**src/hdl/nvs_consts.svh**
```systemverilog
// timing counts, trigger addresses and pin layout for the nvs host
//----------------------------------------------------------------
// What this block does
//----------------------------------------------------------------
`ifndef NVS_CONSTS_SVH
`define NVS_CONSTS_SVH

//----------------------------------------------------------------
// trigger addresses, low 14 bits
//----------------------------------------------------------------
`define NVS_SEQ_A0 14'h0E38
`define NVS_SEQ_A1 14'h31C7
`define NVS_SEQ_A2 14'h03E0
`define NVS_SEQ_A3 14'h3C1F
`define NVS_SEQ_A4 14'h303F
`define NVS_SEQ_SAVE 14'h0FC0
`define NVS_SEQ_RESTORE 14'h0C63
`define NVS_SEQ_LAST 3'h5

//----------------------------------------------------------------
// pin widths
//----------------------------------------------------------------
`define NVS_ADDR_W 15
`define NVS_LOW_W 14
`define NVS_DATA_W 8

//----------------------------------------------------------------
// timing
//----------------------------------------------------------------
`define NVS_CLK_NS 40
`define NVS_T_RC_NS 45
`define NVS_ACC_CYC ((`NVS_T_RC_NS + `NVS_CLK_NS - 1) / `NVS_CLK_NS)
`define NVS_T_STORE_MS 10
`define NVS_STORE_CYC (`NVS_T_STORE_MS * 1000000 / `NVS_CLK_NS)
`define NVS_RECALL_CYC_DEF 1000
`define NVS_CNT_W 24

`endif

```
**src/hdl/nvs_pkg.sv**
```systemverilog
// types shared by the nvs host modules
`default_nettype none
package nvs_pkg;

	typedef enum logic [1:0] {
		NVS_CMD_READ = 2'h0,
		NVS_CMD_WRITE = 2'h1,
		NVS_CMD_SAVE = 2'h2,
		NVS_CMD_RESTORE = 2'h3
	} nvs_cmd_e;

	typedef enum logic [1:0] {
		NVS_PH_IDLE = 2'h0,
		NVS_PH_SETUP = 2'h1,
		NVS_PH_ACT = 2'h2,
		NVS_PH_END = 2'h3
	} nvs_phase_e;

	typedef enum logic [1:0] {
		NVS_ST_IDLE = 2'h0,
		NVS_ST_ACCESS = 2'h1,
		NVS_ST_SEQ = 2'h2,
		NVS_ST_WAIT = 2'h3
	} nvs_state_e;

endpackage : nvs_pkg
`default_nettype wire

```
**src/hdl/nvs_host.sv**
```systemverilog
// host controller issuing reads, writes and nonvolatile save/restore
`timescale 1ns/100ps
`default_nettype none
`include "nvs_consts.svh"

module nvs_host #(
	parameter int unsigned STORE_CYC = `NVS_STORE_CYC,
	parameter int unsigned RECALL_CYC = `NVS_RECALL_CYC_DEF
) (
	input wire logic ref_clk_i,
	input wire logic rst_n_i,
	input wire logic cmd_valid_i,
	input wire logic [1:0] cmd_i,
	input wire logic [`NVS_ADDR_W-1:0] cmd_addr_i,
	input wire logic [`NVS_DATA_W-1:0] cmd_wdata_i,
	output logic cmd_ready_o,
	output logic done_o,
	output logic [`NVS_DATA_W-1:0] rdata_o,
	output logic nv_busy_o,
	output logic ce_n_o,
	output logic we_n_o,
	output logic oe_n_o,
	output logic [`NVS_ADDR_W-1:0] addr_o,
	output logic [`NVS_DATA_W-1:0] dq_o,
	output logic dq_oe_o,
	input wire logic [`NVS_DATA_W-1:0] dq_i
);

	//------------------------------------------------------------
	// trigger address lookup
	//------------------------------------------------------------
	function automatic logic [`NVS_LOW_W-1:0] seq_addr(
		input logic [2:0] step,
		input logic restore
	);
		logic [`NVS_LOW_W-1:0] a;
		case (step)
			3'h0: a = `NVS_SEQ_A0;
			3'h1: a = `NVS_SEQ_A1;
			3'h2: a = `NVS_SEQ_A2;
			3'h3: a = `NVS_SEQ_A3;
			3'h4: a = `NVS_SEQ_A4;
			default: a = restore ? `NVS_SEQ_RESTORE : `NVS_SEQ_SAVE;
		endcase
		return a;
	endfunction : seq_addr

	//------------------------------------------------------------
	// state
	//------------------------------------------------------------
	typedef struct packed {
		nvs_pkg::nvs_state_e state;
		logic [2:0] step;
		logic restore;
		logic [`NVS_CNT_W-1:0] cnt;
		logic ready;
		logic done;
		logic [`NVS_DATA_W-1:0] rdata;
		logic nv_busy;
		logic start;
		logic write;
		logic [`NVS_ADDR_W-1:0] addr;
		logic [`NVS_DATA_W-1:0] wdata;
	} nvs_host_s;

	nvs_host_s host_reg;
	nvs_host_s host_next;
	logic cyc_done;
	logic [`NVS_DATA_W-1:0] cyc_rdata;

	always_comb begin
		host_next = host_reg;
		host_next.done = 1'b0;
		host_next.start = 1'b0;
		case (host_reg.state)
			nvs_pkg::NVS_ST_IDLE: begin
				host_next.ready = 1'b1;
				if (cmd_valid_i && host_reg.ready) begin
					host_next.ready = 1'b0;
					host_next.start = 1'b1;
					if (cmd_i == nvs_pkg::NVS_CMD_READ ||
					    cmd_i == nvs_pkg::NVS_CMD_WRITE) begin
						host_next.write = (cmd_i == nvs_pkg::NVS_CMD_WRITE);
						host_next.addr = cmd_addr_i;
						host_next.wdata = cmd_wdata_i;
						host_next.state = nvs_pkg::NVS_ST_ACCESS;
					end else begin
						host_next.restore = (cmd_i == nvs_pkg::NVS_CMD_RESTORE);
						host_next.step = 3'h0;
						host_next.write = 1'b0;
						// top address bit is ignored, driven low
						host_next.addr = {1'b0, seq_addr(3'h0,
							cmd_i == nvs_pkg::NVS_CMD_RESTORE)};
						host_next.nv_busy = 1'b1;
						host_next.state = nvs_pkg::NVS_ST_SEQ;
					end
				end
			end
			nvs_pkg::NVS_ST_ACCESS: begin
				if (cyc_done) begin
					host_next.done = 1'b1;
					host_next.rdata = cyc_rdata;
					host_next.state = nvs_pkg::NVS_ST_IDLE;
				end
			end
			nvs_pkg::NVS_ST_SEQ: begin
				// commands refused here: nothing may interleave
				if (cyc_done) begin
					host_next.rdata = cyc_rdata;
					if (host_reg.step == `NVS_SEQ_LAST) begin
						host_next.state = nvs_pkg::NVS_ST_WAIT;
						if (host_reg.restore) begin
							host_next.cnt = `NVS_CNT_W'(RECALL_CYC - 1);
						end else begin
							host_next.cnt = `NVS_CNT_W'(STORE_CYC - 1);
						end
					end else begin
						// next step issued at once, back to back
						host_next.step = host_reg.step + 3'h1;
						host_next.start = 1'b1;
						host_next.write = 1'b0;
						host_next.addr = {1'b0, seq_addr(host_reg.step + 3'h1,
							host_reg.restore)};
					end
				end
			end
			nvs_pkg::NVS_ST_WAIT: begin
				// device inputs and outputs are off: no access allowed
				if (host_reg.cnt == '0) begin
					host_next.done = 1'b1;
					host_next.nv_busy = 1'b0;
					host_next.state = nvs_pkg::NVS_ST_IDLE;
				end else begin
					host_next.cnt = host_reg.cnt - `NVS_CNT_W'(1);
				end
			end
			default: begin
				host_next.state = nvs_pkg::NVS_ST_IDLE;
			end
		endcase
	end

	always_ff @(posedge ref_clk_i or negedge rst_n_i) begin
		if (!rst_n_i) begin
			host_reg <= '0;
		end else begin
			host_reg <= host_next;
		end
	end

	//------------------------------------------------------------
	// pin sequencer
	//------------------------------------------------------------
	nvs_cycle u_cycle (
		.ref_clk_i(ref_clk_i),
		.rst_n_i(rst_n_i),
		.start_i(host_reg.start),
		.write_i(host_reg.write),
		.addr_i(host_reg.addr),
		.wdata_i(host_reg.wdata),
		.dq_i(dq_i),
		.ce_n_o(ce_n_o),
		.we_n_o(we_n_o),
		.oe_n_o(oe_n_o),
		.addr_o(addr_o),
		.dq_o(dq_o),
		.dq_oe_o(dq_oe_o),
		.done_o(cyc_done),
		.rdata_o(cyc_rdata)
	);

	assign cmd_ready_o = host_reg.ready;
	assign done_o = host_reg.done;
	assign rdata_o = host_reg.rdata;
	assign nv_busy_o = host_reg.nv_busy;

endmodule : nvs_host
`default_nettype wire

```
**src/hdl/nvs_cycle.sv**
```systemverilog
// one chip-enable controlled read or write on the memory pins
`timescale 1ns/100ps
`default_nettype none
`include "nvs_consts.svh"

module nvs_cycle (
	input wire logic ref_clk_i,
	input wire logic rst_n_i,
	input wire logic start_i,
	input wire logic write_i,
	input wire logic [`NVS_ADDR_W-1:0] addr_i,
	input wire logic [`NVS_DATA_W-1:0] wdata_i,
	input wire logic [`NVS_DATA_W-1:0] dq_i,
	output logic ce_n_o,
	output logic we_n_o,
	output logic oe_n_o,
	output logic [`NVS_ADDR_W-1:0] addr_o,
	output logic [`NVS_DATA_W-1:0] dq_o,
	output logic dq_oe_o,
	output logic done_o,
	output logic [`NVS_DATA_W-1:0] rdata_o
);

	typedef struct packed {
		nvs_pkg::nvs_phase_e phase;
		logic [3:0] cnt;
		logic wr;
		logic ce_n;
		logic we_n;
		logic oe_n;
		logic [`NVS_ADDR_W-1:0] addr;
		logic [`NVS_DATA_W-1:0] dq;
		logic dq_oe;
		logic done;
		logic [`NVS_DATA_W-1:0] rdata;
		logic [`NVS_DATA_W-1:0] s1;
		logic [`NVS_DATA_W-1:0] s2;
		logic [`NVS_DATA_W-1:0] s3;
	} nvs_cyc_s;

	nvs_cyc_s cyc_reg;
	nvs_cyc_s cyc_next;

	always_comb begin
		cyc_next = cyc_reg;
		cyc_next.done = 1'b0;
		cyc_next.s1 = dq_i;
		cyc_next.s2 = cyc_reg.s1;
		cyc_next.s3 = cyc_reg.s2;
		case (cyc_reg.phase)
			nvs_pkg::NVS_PH_IDLE: begin
				if (start_i) begin
					cyc_next.phase = nvs_pkg::NVS_PH_SETUP;
					cyc_next.wr = write_i;
					cyc_next.addr = addr_i;
					cyc_next.dq = wdata_i;
					cyc_next.dq_oe = write_i;
					cyc_next.we_n = ~write_i;
					cyc_next.oe_n = write_i;
				end
			end
			nvs_pkg::NVS_PH_SETUP: begin
				// address settled one cycle with chip enable high
				cyc_next.ce_n = 1'b0;
				cyc_next.phase = nvs_pkg::NVS_PH_ACT;
				if (cyc_reg.wr) begin
					cyc_next.cnt = 4'(`NVS_ACC_CYC - 1);
				end else begin
					cyc_next.cnt = 4'(`NVS_ACC_CYC + 1);
				end
			end
			nvs_pkg::NVS_PH_ACT: begin
				if (cyc_reg.cnt != 4'h0) begin
					cyc_next.cnt = cyc_reg.cnt - 4'h1;
				end else if (cyc_reg.wr || cyc_reg.s2 == cyc_reg.s3) begin
					// wait for synchroniser agreement before sampling
					cyc_next.ce_n = 1'b1;
					cyc_next.phase = nvs_pkg::NVS_PH_END;
					if (!cyc_reg.wr) begin
						cyc_next.rdata = cyc_reg.s3;
					end
				end
			end
			nvs_pkg::NVS_PH_END: begin
				// controls released one cycle after chip enable rises: one-cycle hold
				cyc_next.we_n = 1'b1;
				cyc_next.oe_n = 1'b1;
				cyc_next.dq_oe = 1'b0;
				cyc_next.done = 1'b1;
				cyc_next.phase = nvs_pkg::NVS_PH_IDLE;
			end
			default: begin
				cyc_next.phase = nvs_pkg::NVS_PH_IDLE;
			end
		endcase
	end

	always_ff @(posedge ref_clk_i or negedge rst_n_i) begin
		if (!rst_n_i) begin
			cyc_reg <= '0;
			cyc_reg.ce_n <= 1'b1;
			cyc_reg.we_n <= 1'b1;
			cyc_reg.oe_n <= 1'b1;
		end else begin
			cyc_reg <= cyc_next;
		end
	end

	assign ce_n_o = cyc_reg.ce_n;
	assign we_n_o = cyc_reg.we_n;
	assign oe_n_o = cyc_reg.oe_n;
	assign addr_o = cyc_reg.addr;
	assign dq_o = cyc_reg.dq;
	assign dq_oe_o = cyc_reg.dq_oe;
	assign done_o = cyc_reg.done;
	assign rdata_o = cyc_reg.rdata;

endmodule : nvs_cycle
`default_nettype wire

```
**config.mk**
```make
export PLATFORM = sky130hd
export DESIGN_NAME = nvs_host
export DESIGN_NICKNAME = d
export VERILOG_FILES = /design/src/hdl/nvs_pkg.sv /design/src/hdl/nvs_host.sv /design/src/hdl/nvs_cycle.sv
export VERILOG_INCLUDE_DIRS = /design/src /design/src/hdl
export SDC_FILE = /design/constraint.sdc
export NUM_CORES = 1
export LEC_CHECK = 0
export BUFFER_PORTS_ARGS = -buffer_cell sky130_fd_sc_hd__clkbuf_2
export CORE_MARGIN = 8
export CORE_UTILIZATION = 40
export DETAILED_ROUTE_END_ITERATION = 10
export GPL_TIMING_DRIVEN = 0
export SLEW_MARGIN = 20
export SYNTH_ARGS = -nofsm -noshare
export SYNTH_HDL_FRONTEND = slang
export SYNTH_SLANG_ARGS = --single-unit
```
**constraint.sdc**
```tcl
create_clock -name ref_clk_i -period 2.6 [get_ports ref_clk_i]
set_input_delay 0.52 -clock ref_clk_i [delete_from_list [all_inputs] [get_ports ref_clk_i]]
set_output_delay 0.52 -clock ref_clk_i [all_outputs]
set_load 0.005 [all_outputs]
```
==> reports/results.ini, run 1 <==
[route]
detail_route.iter0.violations = 204
detail_route.vias_per_cell = 5.22
final_antenna_net_count = 0
drt_pass1_iterations = 4
num_vias = 4325
dr_drc_count = 0
wire_per_inst_um = 15.4
route.final.wire_length_um = 12700

[grt]
grt_pass1_wl_um = 21800
grt_remaining_overflow = 0
grt_pass1_vias = 4463
antenna_found_initial = 0
track_usage_pct = 13.9
grt_max_degree = 87

[floorplan]
floorplan.initialDensity_pct = 40.2
core_region_area_sq_mm = 0.0150
die_area_sq_mm = 0.0192
top_level_ports = 74
chipWidth_um = 139
vertical_die_dimension_um = 139
floorplan.rows = 45

[power_and_ir_drop]
total_leakage_power_nw = 3.44
clock_power_share_pct = 29.2
power_density_mw_per_mm2 = 1140
p_seq_share_pct = 38.7
netSwitchingFraction_pct = 32.4
intPower_mw = 5.64
net-switching-power_mw = 2.70
vdd_drop_max_v = 0.000534
combPwrFrac_pct = 32.1

[cts]
worst_setup_hold_path_clk_slew_ns = 0.06
clock_tree.buffer_depth = 2
clock-root-buffer = sky130_fd_sc_hd__clkbuf_16
clock_insertion_delay_at_the_later_pin_of_the_skew_report_ns = 0.41
cts.sinks = 133
tritoncts_clock_tree = yes
cts_buffers = 17
hold_buffers = 0
cts_htree_levels = 4

[timing]
finalCritPeriodShare_pct = 94.4
clock.fmax_mhz = 407
grt_setup_unrepaired = no
postLayoutSetupSlackWorst_ns = 0.145
timing.slew.headroom_pct = 56.1
timing.final.setup_violations = 0
worst-slew-pin-transition_ns = 0.655
fin_skew_ns = 0.00369
report.final.slew_viol_count = 0
period_minus_slack_ns = 2.46
final_hold_viol_count = 0

[final_layout]
layout_area_overhead_pct = 21.7
mostFrequentLayoutCells = sky130_fd_sc_hd__dfrtp_1, sky130_fd_sc_hd__clkbuf_2, sky130_fd_sc_hd__mux2_2
antenna_cells_inserted = 0
final_cell_count_no_fill = 828
layout-drive-gt1-share_pct = 31.4
finish.net_count = 677
mostFrequentLayoutCell = sky130_fd_sc_hd__dfrtp_1
largest_register_ffs = 55
layout.core_utilization_pct = 48.9

[yosys]
syn-instance-count = 531
synthesis.area_sq_mm = 0.00602
async_flop_share_pct = 100
ys.warnings.count = 0
synth_sequential_area_ratio_pct = 55.4
ys_dominant_reg_cell = sky130_fd_sc_hd__dfrtp_1
postSynthRegisterBits = 133
synth.avg_cell_area_sq_um = 11.3
synth_edf_count = 0
yosysUniqueCellTypes = 55
synth.net_count = 581

[worst_hold_path]
holdCritPathClass = input port to asynchronous set/reset pin

[placement]
port_buffers = 73
place_congestion = 0.875
place.detailed.instances = 793
place.detailed.hpwl_um = 9090
post_placement_setup_slack_ns = -0.133

[worst_setup_path]
critPathRequiredTime_ns = 2.89
start_kind = flip-flop
critPathMaxFanout = 7
crit_path_dat_ns = 2.75
crit_path_end_kind = flip-flop
critical_path_start_end_classification = flip-flop to flip-flop

[run]
max_cap_violations = 0

[status]
outcome = complete, no violations

==> area by class of cell <==
| cell class | count | area (sq um) |
|---|---|---|
| multi-input combinational | 339 | 2370 |
| clock inverter | 8 | 121 |
| inverter | 12 | 45.0 |
| clock buffer | 24 | 492 |
| buffer | 47 | 298 |
| tap | 188 | 235 |
| fill | 1367 | 7650 |
| sequential | 133 | 3330 |
| timing repair buffer | 77 | 424 |
==> timing repair <==
action                     CTS  global route
pin swaps                    0             1
buffers inserted             0             3
gates resized for setup      2             5
setup endpoints to repair   21            13
==> per-layer routing <==
layer | global-route usage, % | wire length [um] | vias to the layer above
met3 | 4.27 | 669 | 12
met1 | 16.6 | 5470 | 2143
met2 | 22.9 | 6440 | 97
li1 | - | - | 2073
met5 | 0 | 0 | -
met4 | 5.49 | 142 | 0
==> synthesized netlist by cell type, types with 3 or more instances <==
cell type / instances / area [sq um]
sky130_fd_sc_hd__dfrtp_1: 130 / 3250
sky130_fd_sc_hd__mux2_2: 49 / 552
sky130_fd_sc_hd__nor2_1: 42 / 158
sky130_fd_sc_hd__nand2_1: 38 / 143
sky130_fd_sc_hd__buf_4: 32 / 240
sky130_fd_sc_hd__a21oi_1: 27 / 135
sky130_fd_sc_hd__o21ai_0: 25 / 125
sky130_fd_sc_hd__clkbuf_1: 14 / 52.6
sky130_fd_sc_hd__ha_1: 14 / 175
sky130_fd_sc_hd__nor3_1: 13 / 65.1
sky130_fd_sc_hd__inv_1: 12 / 45.0
sky130_fd_sc_hd__nand3_1: 12 / 60.1
sky130_fd_sc_hd__a31oi_1: 10 / 62.6
sky130_fd_sc_hd__or4_1: 10 / 75.1
sky130_fd_sc_hd__xnor2_1: 8 / 70.1
sky130_fd_sc_hd__o22a_1: 7 / 61.3
sky130_fd_sc_hd__or3_1: 7 / 43.8
sky130_fd_sc_hd__mux2i_1: 6 / 60.1
sky130_fd_sc_hd__nand2b_1: 5 / 31.3
sky130_fd_sc_hd__xor2_1: 5 / 43.8
sky130_fd_sc_hd__and2_1: 4 / 25.0
sky130_fd_sc_hd__nand4_1: 4 / 25.0
sky130_fd_sc_hd__o211ai_1: 4 / 30.0
sky130_fd_sc_hd__a21o_1: 3 / 22.5
sky130_fd_sc_hd__a221o_1: 3 / 30.0
sky130_fd_sc_hd__a22o_1: 3 / 26.3
sky130_fd_sc_hd__dfstp_2: 3 / 78.8
sky130_fd_sc_hd__nand3b_1: 3 / 22.5
sky130_fd_sc_hd__nor2b_1: 3 / 18.8
sky130_fd_sc_hd__o2111ai_1: 3 / 26.3
sky130_fd_sc_hd__o21a_1: 3 / 22.5
==> power groups by stage <==
| stage | sequential [mW] | clock [mW] | combinational (mW) |
|---|---|---|---|
| after floorplan | 3.11 | 0 | 1.97 |
| after global placement | 3.21 | 0 | 2.59 |
| after detailed placement | 3.25 | 0 | 2.66 |
| after CTS | 3.23 | 2.51 | 2.68 |
| after global routing | 3.34 | 2.60 | 3.00 |
| final | 3.23 | 2.44 | 2.68 |
==> critical path, stage by stage, from the launching register on <==
cell                       delay [ns]
sky130_fd_sc_hd__dfrtp_2         0.45
sky130_fd_sc_hd__ha_1            0.24
sky130_fd_sc_hd__ha_1            0.33
sky130_fd_sc_hd__or4_1           0.56
sky130_fd_sc_hd__a21oi_2         0.20
sky130_fd_sc_hd__a21oi_1         0.11
sky130_fd_sc_hd__a21boi_0        0.17
sky130_fd_sc_hd__a221o_1         0.29
==> logic make-up after synthesis <==
| logic type | count (synthesis) | share of synthesized area (%) |
|---|---|---|
| AOI/OAI and AO/OA | 104 | 11.2 |
| adders and majority gates | 14 | 2.91 |
| and+or+nand+nor | 153 | 12.8 |
| muxes | 55 | 10.2 |
| xor gates and xnor gates | 13 | 1.89 |
| DFF | 133 | 55.4 |
| buffers and inverters | 59 | 5.70 |
==> metrics by stage <==
| stage | hold slack (ns) | cell area [sq um] | TNS [ns] | power [mW] |
|---|---|---|---|---|
| after detailed placement | 0.338 | 6660 | -0.906 | 5.91 |
| after floorplan | 0.224 | 6020 | 0 | 5.08 |
| after CTS | 0.0440 | 7280 | 0 | 8.41 |
| after global placement | 0.336 | 6620 | -137.65 | 5.80 |
| after global routing | 0.0588 | 7320 | 0 | 8.94 |
| final | 0.0474 | 7320 | 0 | 8.35 |
==> path summary, 6_finish.rpt <==
check,startpoint,endpoint,slack [ns],cells after the start
max,host_reg[61],host_reg[15],0.14,7
min,rst_n_i,u_cycle.dq_o[6],0.05,1
max reg2reg,host_reg[61],host_reg[15],0.14,7
min reg2reg,u_cycle.cyc_next[15],u_cycle.cyc_next[7],0.35,0
max in group asynchronous,rst_n_i,host_reg[52],1.79,2
min in group ref_clk_i,dq_i[5],u_cycle.cyc_next[13],0.22,1
(Power assumes the default switching activity.)
==> run 2: changes to the inputs <==
--- a/config.mk
+++ b/config.mk
@@ -9,8 +9,8 @@
 export BUFFER_PORTS_ARGS = -buffer_cell sky130_fd_sc_hd__clkbuf_2
 export CORE_MARGIN = 8
 export CORE_UTILIZATION = 40
+export CTS_CLUSTER_SIZE = 30
 export DETAILED_ROUTE_END_ITERATION = 10
-export GPL_TIMING_DRIVEN = 0
 export SLEW_MARGIN = 20
 export SYNTH_ARGS = -nofsm -noshare
 export SYNTH_HDL_FRONTEND = slang
==> run 2 against run 1 <==
Compared with the run above: setup slack better by 0.0022 ns; sequential power about the same; largest power group unchanged; non-clock buffer count down 32; sequential share of layout area up 1.4 points; clock power down 4%; combinational power down 9.3%; hold slack worse by 0.022 ns; routed wire length down 2.9%.
==> reports/results.ini, run 2 (same netlist as run 1, synthesis figures left out) <==
[status]
outcome = complete, no violations

[cts]
clock_insertion_delay_at_the_later_pin_of_the_skew_report_ns = 0.41
cts_buffers = 17
clock_tree.buffer_depth = 2
tritoncts_clock_tree = yes
worst_setup_hold_path_clk_slew_ns = 0.06
clock-root-buffer = sky130_fd_sc_hd__clkbuf_16
cts.sinks = 133
postCtsSetupRepairBufs = 0
cts_htree_levels = 4

[worst_setup_path]
critical_path.most_common_cell = sky130_fd_sc_hd__ha_1
cp_slowest_stage_delay_ns = 0.55
critPathSlowestCell = sky130_fd_sc_hd__or4_1
crit_chain = ha_1 -> ha_1 -> or4_1 -> a21oi_2 -> a21oi_1 -> a21boi_0 -> a221o_1
cp-startpoint = host_reg[61]
start_kind = flip-flop
crit_path_end_kind = flip-flop
crit_path_dat_ns = 2.75
critPathRequiredTime_ns = 2.90
critPathMaxFanout = 7
critical_path_start_end_classification = flip-flop to flip-flop
worstReg2RegStart = host_reg[61]

[grt]
antenna_found_initial = 0
grt_remaining_overflow = 0
track_usage_pct = 13.5
grt_max_degree = 49
grt_pass1_vias = 4207
grt_pass1_wl_um = 21100

[route]
dr_drc_count = 0
wire_per_inst_um = 15.5
route.final.wire_length_um = 12400
met2RoutedLength_um = 6160
num_vias = 4132
routed-wl-met3_um = 520
detail_route.vias_per_cell = 5.19
detail_route.iter0.violations = 255
top_layer_used = met4
route.layer.met1.wl_um = 5480
final_antenna_net_count = 0
drt_pass1_iterations = 4

[floorplan]
vertical_die_dimension_um = 139
core_region_area_sq_mm = 0.0150
floorplan.initialDensity_pct = 40.2
floorplan.rows = 45
chipWidth_um = 139
die_area_sq_mm = 0.0192
top_level_ports = 74

[run]
max_cap_violations = 0

[timing]
grt_setup_unrepaired = no
fin_skew_ns = 0.00853
clock.fmax_mhz = 408
final_hold_viol_count = 0
period_minus_slack_ns = 2.45
report.final.slew_viol_count = 0
postLayoutSetupSlackWorst_ns = 0.147
timing.final.setup_violations = 0
finalSetupTns_ns = 0
finalCritPeriodShare_pct = 94.4
worst-slew-pin-transition_ns = 0.543
timing.slew.headroom_pct = 63.7

[power_and_ir_drop]
total_leakage_power_nw = 3.32
vdd_drop_max_v = 0.000531
power_density_mw_per_mm2 = 1130

[final_layout]
final_cell_count_no_fill = 796
mostFrequentLayoutCell = sky130_fd_sc_hd__dfrtp_1
mostFrequentLayoutCells = sky130_fd_sc_hd__dfrtp_1, sky130_fd_sc_hd__clkbuf_2, sky130_fd_sc_hd__mux2_2
postLayoutCellArea_sq_mm = 0.00710
largest_register_ffs = 55
antenna_cells_inserted = 0
layout-drive-gt1-share_pct = 29.9
layout_area_overhead_pct = 18.0
finish.net_count = 645

[placement]
port_buffers = 73
place_congestion = 0.839
dpl-instance-area_sq_mm = 0.00650
place.detailed.hpwl_um = 8980
post_placement_setup_slack_ns = 0.134
place.detailed.instances = 764

[worst_hold_path]
holdCritPathClass = input port to asynchronous set/reset pin

-- run 2: changes by cell type in the layout (fill, tap and decap cells not counted), moves of 2 or more --
cell / delta
sky130_fd_sc_hd__buf_4: -18
sky130_fd_sc_hd__clkbuf_1: -17
sky130_fd_sc_hd__buf_12: +3
sky130_fd_sc_hd__clkinvlp_4: +3
sky130_fd_sc_hd__clkbuf_8: -2
-- run 2: timing repair --
action,in CTS,in global routing
hold buffers,0,0
setup endpoints to repair,0,2
resized for setup,0,1
-- run 2: critical path: cells and delay by family, from the launching register on --
| kind | cells | cell delay, ns |
|---|---|---|
| AO/OA/AOI/OAI | 4 | 0.74 |
| adder cells (fa/ha/maj) | 2 | 0.60 |
| flip-flops | 1 | 0.44 |
| AND/OR/NAND/NOR | 1 | 0.55 |
-- run 2: cell type report --
cell class,count,area (sq um)
Clock inverter,12,128
Sequential cell,133,3330
Timing Repair Buffer,92,548
Fill cell,1366,7870
Multi-Input combinational cell,339,2350
Clock buffer,20,467
Inverter,12,45.0
Tap cell,188,235
-- run 2: layer usage --
layer	track usage, %	up-vias
li1	-	2005
met1	16.6	2029
met2	21.7	84
met3	3.68	14
met4	5.78	0
met5	0	-
-- run 2: worst paths after layout --
kind	cells past startpoint	to	slack [ns]
max	7	host_reg[15]	0.15
min reg2reg	0	u_cycle.cyc_next[6]	0.34
max in group asynchronous	2	rdata_o[6]	1.84
max reg2reg	7	host_reg[15]	0.15
min	1	u_cycle.dq_o[2]	0.03
min in group ref_clk_i	1	u_cycle.cyc_next[13]	0.22
-- run 2: power by group --
group,internal [mW],leakage (nW),switching (mW),total (mW)
Combinational,1.17,1.39,1.27,2.43
Sequential,2.72,1.65,0.520,3.24
Clock,1.48,0.284,0.863,2.34
Total,5.37,3.32,2.65,8.02
-- run 2: per-stage QoR --
stage                     power, mW  utilization [%]  hold WS (ns)
after detailed placement       5.73             43.4         0.335
after global placement         5.61             43.4         0.336
after global routing           8.60             47.4        0.0366
after floorplan                5.08                -         0.224
final                          8.02             47.4        0.0252
after CTS                      8.12             47.4        0.0263
